<file path="config.mk">
export PLATFORM = sky130hd
export DESIGN_NAME = urxsf_receive_status
export DESIGN_NICKNAME = d
export VERILOG_FILES = /design/src/hw/urxsf_pkg.sv /design/src/hw/urxsf_receive_status.sv
export SDC_FILE = /design/constraint.sdc
export NUM_CORES = 1
export LEC_CHECK = 0
export ABC_AREA = 1
export BUFFER_PORTS_ARGS = -buffer_cell sky130_fd_sc_hd__buf_4
export CAP_MARGIN = 20
export CORE_MARGIN = 1
export CORE_UTILIZATION = 49
export DETAILED_ROUTE_END_ITERATION = 8
export GPL_TIMING_DRIVEN = 0
export PLACE_DENSITY = 0.81
export REMOVE_ABC_BUFFERS = 1
export SYNTH_ARGS = -nofsm -noshare
export SYNTH_HDL_FRONTEND = slang
export SYNTH_SLANG_ARGS = --single-unit
</file>
<file path="constraint.sdc">
create_clock -name clk -period 1.5 [get_ports clk]
set_input_delay 0 -clock clk [delete_from_list [all_inputs] [get_ports clk]]
set_output_delay 0 -clock clk [all_outputs]
set_load 0.05 [all_outputs]
</file>
<file path="src/hw/urxsf_pkg.sv">
// Purpose: Constants and types for the receive status flag block.
// Assumes: APB register access, 32-bit data, byte addresses on paddr.
// Notes:   Operation list follows.
// Operation
// - Frame moved to data register sets receive-full.
// - Receive-full clears on seen status, then data.
// - Idle after 10 or 11 high bits.
// - Idle rearms only after a frame loads.
// - Idle clears on seen status, then data.
// - Wakeup bit blocks setting of idle.
// - Frame arriving while full sets overrun.
// - Overrun rises right after the stop bit.
// - Overrun drops new frame, keeps data register.
// - Overrun clears on seen status, then data.
// - Late overrun reads set with receive-full clear.
// - Noise during frame sets noise flag.
// - Error flags set with receive-full, not overrun.
// - Noise, parity clear on any status, data.
// - Low stop bit sets framing error.
// - Framing error blocks further reception.
// - Framing clears on seen status, then data.
// - Enabled parity mismatch sets parity error.
// - Word length gives 10 or 11 bit frames.
package urxsf_pkg;

  localparam logic [7:0] URXSF_STATUS_OFS  = 8'h00;
  localparam logic [7:0] URXSF_DATA_OFS    = 8'h04;
  localparam logic [7:0] URXSF_CTRL_OFS    = 8'h08;

  localparam int URXSF_FULL_BIT    = 5;
  localparam int URXSF_IDLE_BIT    = 4;
  localparam int URXSF_OVERRUN_BIT = 3;
  localparam int URXSF_NOISE_BIT   = 2;
  localparam int URXSF_FRAMING_BIT = 1;
  localparam int URXSF_PARITY_BIT  = 0;

  localparam int URXSF_WORD_BIT    = 0;
  localparam int URXSF_PEN_BIT     = 1;
  localparam int URXSF_PTYPE_BIT   = 2;
  localparam int URXSF_WAKE_BIT    = 3;

  localparam logic [7:0] URXSF_CTRL_RESET   = 8'h00;
  localparam logic [5:0] URXSF_STATUS_RESET = 6'h00;
  localparam logic [8:0] URXSF_DATA_RESET   = 9'h000;

  localparam logic [3:0] URXSF_IDLE_SHORT = 4'hA;
  localparam logic [3:0] URXSF_IDLE_LONG  = 4'hB;

  typedef enum logic [1:0] {
    APB_WAIT = 2'b01,
    APB_DONE = 2'b10
  } urxsf_apb_type;

endpackage

</file>
<file path="src/hw/urxsf_receive_status.sv">
// Purpose: Receive status flags with status-then-data clearing over APB.
// Assumes: Sampler results and bit tick come from logic on clk.
// Notes:   The serial input pin is synchronised before the idle counter.
//
// Local design decisions: the register offsets and the APB slave port.
`timescale 1ns/1ns
module urxsf_receive_status
  import urxsf_pkg::*;
(
  input  wire logic        clk,
  input  wire logic        resetn,
  input  wire logic        ce,
  input  wire logic        psel,
  input  wire logic        penable,
  input  wire logic        pwrite,
  input  wire logic [7:0]  paddr,
  input  wire logic [31:0] pwdata,
  output logic      [31:0] prdata,
  output logic             pready,
  output logic             pslverr,
  input  wire logic        rxPin,
  input  wire logic        bitTick,
  input  wire logic        frameDone,
  input  wire logic [8:0]  frameData,
  input  wire logic        frameNoise,
  input  wire logic        frameStopBit,
  output logic      [5:0]  statusFlags
);

  typedef struct packed {
    urxsf_apb_type apbState;
    logic          rxMeta;
    logic          rxLevel;
    logic [3:0]    idleCount;
    logic          idleArmed;
    logic          fullFlag;
    logic          idleFlag;
    logic          overrunFlag;
    logic          noiseFlag;
    logic          framingFlag;
    logic          parityFlag;
    logic          seenFull;
    logic          seenIdle;
    logic          seenOverrun;
    logic          seenFraming;
    logic          statusArmed;
    logic [8:0]    rxData;
    logic [7:0]    ctrl;
    logic [31:0]   rdata;
    logic          ready;
    logic          slverr;
    logic [5:0]    flagsOut;
  } urxsf_state_type;

  localparam urxsf_state_type STATE_RESET = '{
    apbState: APB_WAIT,
    rxMeta:   1'b1,
    rxLevel:  1'b1,
    rxData:   URXSF_DATA_RESET,
    ctrl:     URXSF_CTRL_RESET,
    flagsOut: URXSF_STATUS_RESET,
    default:  '0
  };

  // Index 3 marks an unmapped address.
  function automatic logic [1:0] regIndex(input logic [7:0] addr);
    logic [1:0] idx;
    idx = 2'h3;
    if (addr == URXSF_STATUS_OFS) begin
      idx = 2'h0;
    end else if (addr == URXSF_DATA_OFS) begin
      idx = 2'h1;
    end else if (addr == URXSF_CTRL_OFS) begin
      idx = 2'h2;
    end
    return idx;
  endfunction

  urxsf_state_type r;
  urxsf_state_type n;

  logic       wordLong;
  logic       parityEnable;
  logic       parityType;
  logic       wakeup;
  logic [3:0] idleLimit;
  logic       idleEvent;
  logic       frameAccept;
  logic       loadEvent;
  logic       overrunEvent;
  logic [8:0] parityBits;
  logic       parityBad;
  logic       apbDone;
  logic       statusRead;
  logic       dataRead;
  logic       ctrlWrite;
  logic       clearFull;
  logic       clearIdle;
  logic       clearOverrun;
  logic       clearFraming;
  logic       clearSoft;
  logic [5:0] flagsNow;

  always_comb begin
    wordLong     = r.ctrl[URXSF_WORD_BIT];
    parityEnable = r.ctrl[URXSF_PEN_BIT];
    parityType   = r.ctrl[URXSF_PTYPE_BIT];
    wakeup       = r.ctrl[URXSF_WAKE_BIT];

    // The idle character is one whole frame length of marks.
    idleLimit = wordLong ? URXSF_IDLE_LONG : URXSF_IDLE_SHORT;
    idleEvent = bitTick && r.rxLevel && (r.idleCount == idleLimit - 4'h1);

    // A pending framing error holds off every new frame.
    frameAccept  = frameDone && !r.framingFlag;
    loadEvent    = frameAccept && !r.fullFlag;
    overrunEvent = frameAccept && r.fullFlag;

    // The parity bit is the top data bit of the selected word length.
    parityBits = wordLong ? frameData : {1'b0, frameData[7:0]};
    parityBad  = parityEnable && ((^parityBits) ^ parityType);

    apbDone    = psel && penable && r.ready && (r.apbState == APB_DONE);
    statusRead = apbDone && !pwrite && (regIndex(paddr) == 2'h0);
    dataRead   = apbDone && !pwrite && (regIndex(paddr) == 2'h1);
    ctrlWrite  = apbDone && pwrite && (regIndex(paddr) == 2'h2);

    // Sticky flags clear only if seen set by the earlier status read; noise and parity clear after any status read.
    clearFull    = dataRead && r.seenFull;
    clearIdle    = dataRead && r.seenIdle;
    clearOverrun = dataRead && r.seenOverrun;
    clearFraming = dataRead && r.seenFraming;
    clearSoft    = dataRead && r.statusArmed;

    flagsNow = 6'h00;
    flagsNow[URXSF_FULL_BIT]    = r.fullFlag;
    flagsNow[URXSF_IDLE_BIT]    = r.idleFlag;
    flagsNow[URXSF_OVERRUN_BIT] = r.overrunFlag;
    flagsNow[URXSF_NOISE_BIT]   = r.noiseFlag;
    flagsNow[URXSF_FRAMING_BIT] = r.framingFlag;
    flagsNow[URXSF_PARITY_BIT]  = r.parityFlag;
  end

  always_comb begin
    n = r;

    n.rxMeta  = rxPin;
    n.rxLevel = r.rxMeta;

    if (bitTick) begin
      if (!r.rxLevel) begin
        n.idleCount = 4'h0;
      // A count left above a shorter limit holds rather than wrapping round.
      end else if (r.idleCount < idleLimit) begin
        n.idleCount = r.idleCount + 4'h1;
      end
    end

    // Set wins over clear on every flag below.
    n.fullFlag = (r.fullFlag && !clearFull) || loadEvent;
    n.overrunFlag = (r.overrunFlag && !clearOverrun) || overrunEvent;
    n.noiseFlag = (r.noiseFlag && !clearSoft) || (loadEvent && frameNoise);
    n.framingFlag = (r.framingFlag && !clearFraming)
                    || (loadEvent && !frameStopBit);
    n.parityFlag = (r.parityFlag && !clearSoft) || (loadEvent && parityBad);

    // Overrun drops the new frame and leaves the held word alone.
    if (loadEvent) begin
      n.rxData = frameData;
    end

    n.idleFlag = (r.idleFlag && !clearIdle)
                 || (idleEvent && r.idleArmed && !wakeup);
    if (clearIdle) begin
      n.idleArmed = 1'b0;
    end
    if (loadEvent) begin
      n.idleArmed = 1'b1;
    end

    if (dataRead) begin
      n.seenFull    = 1'b0;
      n.seenIdle    = 1'b0;
      n.seenOverrun = 1'b0;
      n.seenFraming = 1'b0;
      n.statusArmed = 1'b0;
    end
    // Snapshot what software was shown, not what is current now.
    if (statusRead) begin
      n.seenFull    = r.rdata[URXSF_FULL_BIT];
      n.seenIdle    = r.rdata[URXSF_IDLE_BIT];
      n.seenOverrun = r.rdata[URXSF_OVERRUN_BIT];
      n.seenFraming = r.rdata[URXSF_FRAMING_BIT];
      n.statusArmed = 1'b1;
    end

    if (ctrlWrite) begin
      n.ctrl = {4'h0, pwdata[3:0]};
    end

    case (r.apbState)
      APB_WAIT: begin
        if (psel && !penable) begin
          n.ready    = 1'b1;
          n.slverr   = 1'b0;
          n.rdata    = 32'h0000_0000;
          n.apbState = APB_DONE;
          if (regIndex(paddr) == 2'h0) begin
            n.rdata = {26'h000_0000, flagsNow};
          end else if (regIndex(paddr) == 2'h1) begin
            n.rdata = {23'h00_0000, r.rxData};
          end else if (regIndex(paddr) == 2'h2) begin
            n.rdata = {24'h00_0000, r.ctrl};
          end else begin
            n.slverr = 1'b1;
          end
        end
      end
      APB_DONE: begin
        if (apbDone) begin
          n.ready    = 1'b0;
          n.slverr   = 1'b0;
          n.apbState = APB_WAIT;
        end
      end
      default: begin
        n.ready    = 1'b0;
        n.apbState = APB_WAIT;
      end
    endcase

    n.flagsOut[URXSF_FULL_BIT]    = n.fullFlag;
    n.flagsOut[URXSF_IDLE_BIT]    = n.idleFlag;
    n.flagsOut[URXSF_OVERRUN_BIT] = n.overrunFlag;
    n.flagsOut[URXSF_NOISE_BIT]   = n.noiseFlag;
    n.flagsOut[URXSF_FRAMING_BIT] = n.framingFlag;
    n.flagsOut[URXSF_PARITY_BIT]  = n.parityFlag;
  end

  always_ff @(posedge clk) begin
    if (!resetn) begin
      r <= STATE_RESET;
    end else if (ce) begin
      r <= n;
    end
  end

  assign prdata      = r.rdata;
  assign pready      = r.ready;
  assign pslverr     = r.slverr;
  assign statusFlags = r.flagsOut;
endmodule

</file>
---- After elaboration in Yosys (flattened, before gate mapping) ----
Cells that the tools add are included.
cells by class
  add/sub/neg operators ................... 2
  $mul .................................... 0
  divide/modulo/power cells ............... 0
  magnitude comparators ................... 1
  equality and inequality tests ........... 12
  shifts and indexed selects .............. 0
  multiplexer cells ....................... 33
  bitwise operators ....................... 1
  reduce and logical (&&, ||, !) cells .... 63
operators with widths
  kind                                           count
  two-way mux 32 bit                             2
  logical AND 1 bit                              31
  two-way mux 2 bit                              15
  two-way mux 4 bit                              3
  zero test 1 bit                                11
  two-way mux 5 bit                              2
  two-way mux 9 bit                              1
  AND reduction 3 bit                            3
  parity 9 bit                                   1
  == test 8 x 3 -> 1 bit, second input constant  1
  == test 8 x 4 -> 1 bit, second input constant  1
  zero test 8 bit                                1
  AND reduction 2 bit                            4
  two-way mux 1 bit                              7
  == test 2 x 1 -> 1 bit, second input constant  3
  == test 2 bit, second input constant           3
  logical OR 1 bit                               6
  nonzero test 2 bit                             3
  adder 4 x 1 -> 4 bit, second input constant    1
  == test 4 bit                                  1
  zero test 2 bit                                2
  less-than comparator 4 bit                     1
  inequality test 2 bit, second input constant   2
  case mux 1 bit (2 select lines)                2
  other kinds (5)                                5
word-level totals
  register bits ........................... 73
  bits in latches ......................... 0
  bits in writable memories ............... 0
  ROM bits ................................ 0
  input port bits ......................... 60
  output and inout bits ................... 40
  memories ................................ 0

---- Depth between registers and ports, before layout ----
  depth in word-level cells ............... 21
  gate-level depth with buffers ........... 10
  depth with buffers taken out ............ 10

---- Least setup slack after synthesis ----
Ideal clock, no wire load.
  kind .................................... register -> register
  from .................................... reg r[76] (netlist name)
  to ...................................... reg r[57] (netlist name)
  arrival time ............................ 1.517 ns
  required time ........................... 1.371 ns
  slack ................................... -0.146 ns
  stages on the path, launching flop included .. 8
  buffers on the path ..................... 0
  period minus slack after synthesis ...... 1.646 ns
  path through ............................ dfxtp_1 -> nand3_2 -> nor2_1 -> nand2_2 -> nor2_2 -> o21ai_2 -> a21oi_1 -> nor2_1
between the ends
  longest elaborated chain between the ends .. 6
  elaborated cells on any way between the ends .. 8
RTL lines
  item                                         line                                                      RTL
  start: declaration                           urxsf_receive_status.sv:79                                urxsf_state_type r;
  start signal: assignment                     urxsf_receive_status.sv:244                               r <= n;
  == test 2 bit (*)                            urxsf_receive_status.sv:123                               apbDone = psel && penable && r.ready && (r.apbState == APB_DONE);
  logical AND 1 bit (*)                        urxsf_receive_status.sv:123
  logical AND 1 bit (*)                        urxsf_receive_status.sv:124, urxsf_receive_status.sv:125
  logical AND 1 bit, on equally long branches  urxsf_receive_status.sv:124, urxsf_receive_status.sv:125
  nonzero test 2 bit (no line)                 n/a
  AND reduction 2 bit (no line)                n/a
Mark *: on every way between the ends. The rest lies on a longest branch, timed or not.
A chain may end at the register's enable or synchronous reset.

---- Final worst setup path ----
  from .................................... reg r[76] (netlist name)
  to ...................................... reg r[68] (netlist name)
between the ends
  longest elaborated chain between the ends .. 7
RTL lines
  item                            line                         RTL
  == test 2 bit                   urxsf_receive_status.sv:123
  logical AND 1 bit               urxsf_receive_status.sv:123
  logical AND 1 bit (2 in a row)  urxsf_receive_status.sv:125  dataRead = apbDone && !pwrite && (regIndex(paddr) == 2'h1);
  logical AND 1 bit               urxsf_receive_status.sv:130  clearIdle = dataRead && r.seenIdle;
  nonzero test 2 bit (no line)    n/a
  AND reduction 2 bit (no line)   n/a
No other way between the ends.

==> results.json <==
{
  "cts_tree": "built",
  "ys_ff_latch": 43,
  "final_area_sq_um": 2930,
  "drtAntennaViolNets": 0,
  "synthArstFlopShare": 0,
  "synthTopCellsByArea": "dfxtp_1, nand2_1, buf_4",
  "max_freq_ghz": 0.727,
  "gp_congestion": 0.868,
  "drc_errors": 0,
  "timing.rr.end": "r[68]",
  "drtPass1Iterations": 4,
  "power_density_nw_per_um2": 834,
  "r2r_slack_ns": 0.12,
  "ios": 100,
  "dieArea_sq_um": 5420,
  "cpPeakStageDelay_ns": 0.40,
  "fin_crit_ns": 1.38,
  "hold_start": "pwdata[2]",
  "grt_pass1_vias": 1934,
  "antenna_found_initial": 0,
  "yosys.area.top_type_share": 0.342,
  "yosysWarningCount": 0,
  "peakVddDrop_mv": 0.411,
  "worstSkewPairLatency_ns": 0.30,
  "totalWireLength_microns": 5320,
  "holdPathEnd": "parityType",
  "comb_power_share": 0.209,
  "finalCritPeriodShare": 0.917,
  "finalHoldViolCount": 0,
  "switchingPower_mw": 0.772,
  "fillers": 447,
  "synth_edf_count": 0,
  "placed_cell_area_sq_um": 2700,
  "pre_cts_ws_ns": 0.0176,
  "slowest_stage": "dfxtp_2",
  "clk_pin_slew_ns": 0.08,
  "dr.first_iter.drc_count": 139,
  "core-area_sq_um": 4820,
  "criticalPathCategory": "reg -> reg",
  "dp_hpwl_microns": 3850,
  "start_util": 0.522,
  "grt_pass1_wl_microns": 8510,
  "cts_root_buffer": "clkbuf_8",
  "hold_depth": 3,
  "setup_violations": 0,
  "fin_nets": 457,
  "clockBufferDepth": 2,
  "final_cells": 463,
  "fp-row-count": 25,
  "yosysUniqueCellTypes": 36,
  "via_per_inst": 4.84,
  "diodes": 0,
  "cts_num_sinks": 43,
  "fin_skew_ns": 0.00767,
  "worst_setup_path_start_kind": "register",
  "drive_gt1_frac": 0.242,
  "netlist_instances": 350,
  "die_w_microns": 73.6,
  "vias": 2241,
  "final_core_util": 0.608,
  "overflow": 0,
  "required_ns": 1.68,
  "clkPwrFrac": 0.293,
  "synth_commonest_cells": "nand2_1, dfxtp_1, buf_4",
  "crit_chain": "nand3_2 > nor2_1 > nand2_2 > nor2_1 > nand2_1 > o21ai_0 > a21oi_1",
  "power_leakage_nw": 1.30,
  "switching_share": 0.316,
  "arrival_ns": 1.55,
  "gr-usage-all-layers": 0.207,
  "die_h_microns": 73.6,
  "port_buffers": 48,
  "syn_area_per_cell_sq_um": 7.19,
  "endpoint_kind": "register",
  "placed_cells": 442,
  "rr_worst_depth": 7,
  "status": "complete, no violations",
  "synth-seq-area-share": 0.342,
  "path_max_fanout": 5,
  "htree_levels": 2,
  "hold_path_class": "in -> reg",
  "cap_violations": 0,
  "synth_most_common_cell": "nand2_1",
  "netlist_area_sq_um": 2510,
  "syn_to_final_growth_pct": 16.4,
  "maxSlewViolCount": 0,
  "path_common_cell": "nor2_1",
  "sequentialPowerShare": 0.499,
  "fin_ws_ns": 0.124,
  "p_int_mw": 1.67,
  "synth_top_area_cell": "dfxtp_1",
  "synth_flop_cell": "dfxtp_1",
  "detail_route.wl_per_cell_microns": 11.5,
  "cts_buffers": 5,
  "grt_max_degree": 25,
  "r2r-start": "r[76]"
}
[metrics by stage]
stage                     hold WS, ns  setup TNS (ns)  total power [mW]
after global routing          0.00441         -0.0141              2.55
after global placement          0.215               0              1.71
final                        0.000122               0              2.44
after floorplan                0.0762           -1.86              1.57
after CTS                     0.00188               0              2.45
after detailed placement        0.216               0              1.72
[power by group through the flow]
stage	sequential [mW]	clock, mW	combinational, mW
after global placement	1.24	0	0.468
final	1.22	0.715	0.510
after CTS	1.22	0.725	0.505
after floorplan	1.28	0	0.289
after detailed placement	1.24	0	0.478
after global routing	1.22	0.773	0.558
[cell type report]
cell class / count / area, sq um / share of cell area
clock inverter: 1 / 5.00 / 0.00171
inverter: 39 / 158 / 0.0538
multi-input combinational: 245 / 1250 / 0.428
sequential: 43 / 863 / 0.295
clock buffer: 7 / 76.3 / 0.0261
timing repair buffer: 61 / 488 / 0.167
tap: 67 / 83.8 / 0.0286
[metal layers]
layer  wire (microns)  track usage
met5                0            0
met4               79       0.0876
met3              269       0.0398
met2             2600        0.345
met1             2380        0.261
[kinds of logic (layout without fill, tap and decap cells)]
logic type | count (synthesis) | in the layout | synth area share
and+or+nand+nor | 156 | 156 | 0.299
buffers and inverters | 84 | 108 | 0.198
AOI/OAI and AO/OA | 60 | 60 | 0.136
DFF | 43 | 43 | 0.342
xor gates and xnor gates | 4 | 4 | 0.0139
adders and majority gates | 2 | 2 | 0.00995
other | 1 | 23 | 0.00149
[sequential cells by signal, summed over array words and instances, names as in the netlist]
name / count
flagsNow: 1
n: 1
parityEnable: 1
parityType: 1
prdata: 9
pslverr: 1
r: 24
statusFlags: 5
[what timing repair did]
item	4_1_cts	5_1_grt
hold buffers	12	0
gates resized for setup	0	6
endpoints found under the setup margin	0	20
endpoints found under the hold margin	12	0
setup buffers	0	1
[how the worst max path moves through the flow]
stage	slack, ns	depth (start not counted)	to	startpoint
after floorplan	-0.16	7	r[57]	r[76]
after global placement	0.04	7	statusFlags[0]	r[76]
after detailed placement	0.02	7	statusFlags[0]	r[76]
after CTS	0.005	7	statusFlags[0]	r[76]
after global routing	-0.007	8	r[72]	r[69]
final	0.12	7	r[68]	r[76]
[critical path, delay by kind of cell (launching register included)]
family,cells,cell delay [ns]
compound gates,2,0.31
flops,1,0.40
simple gates,5,0.53
[placed cells by master (no fill, tap or decap), types with 2 or more instances in the layout]
master	count
a21oi_2	6
ha_1	2
clkbuf_1	2
dfxtp_1	41
clkbuf_8	5
inv_2	7
xnor2_1	3
a21oi_1	29
a31oi_1	2
nand2_1	85
nor3_1	9
nand3_2	11
dfxtp_2	2
nor2_1	21
buf_4	49
o21ai_0	19
nand3_1	18
nand2_2	2
nor2_2	2
conb_1	23
dlygate4sd3_1	12
inv_1	29
nor2_4	2
No activity file was read; power rests on OpenSTA's default activity.
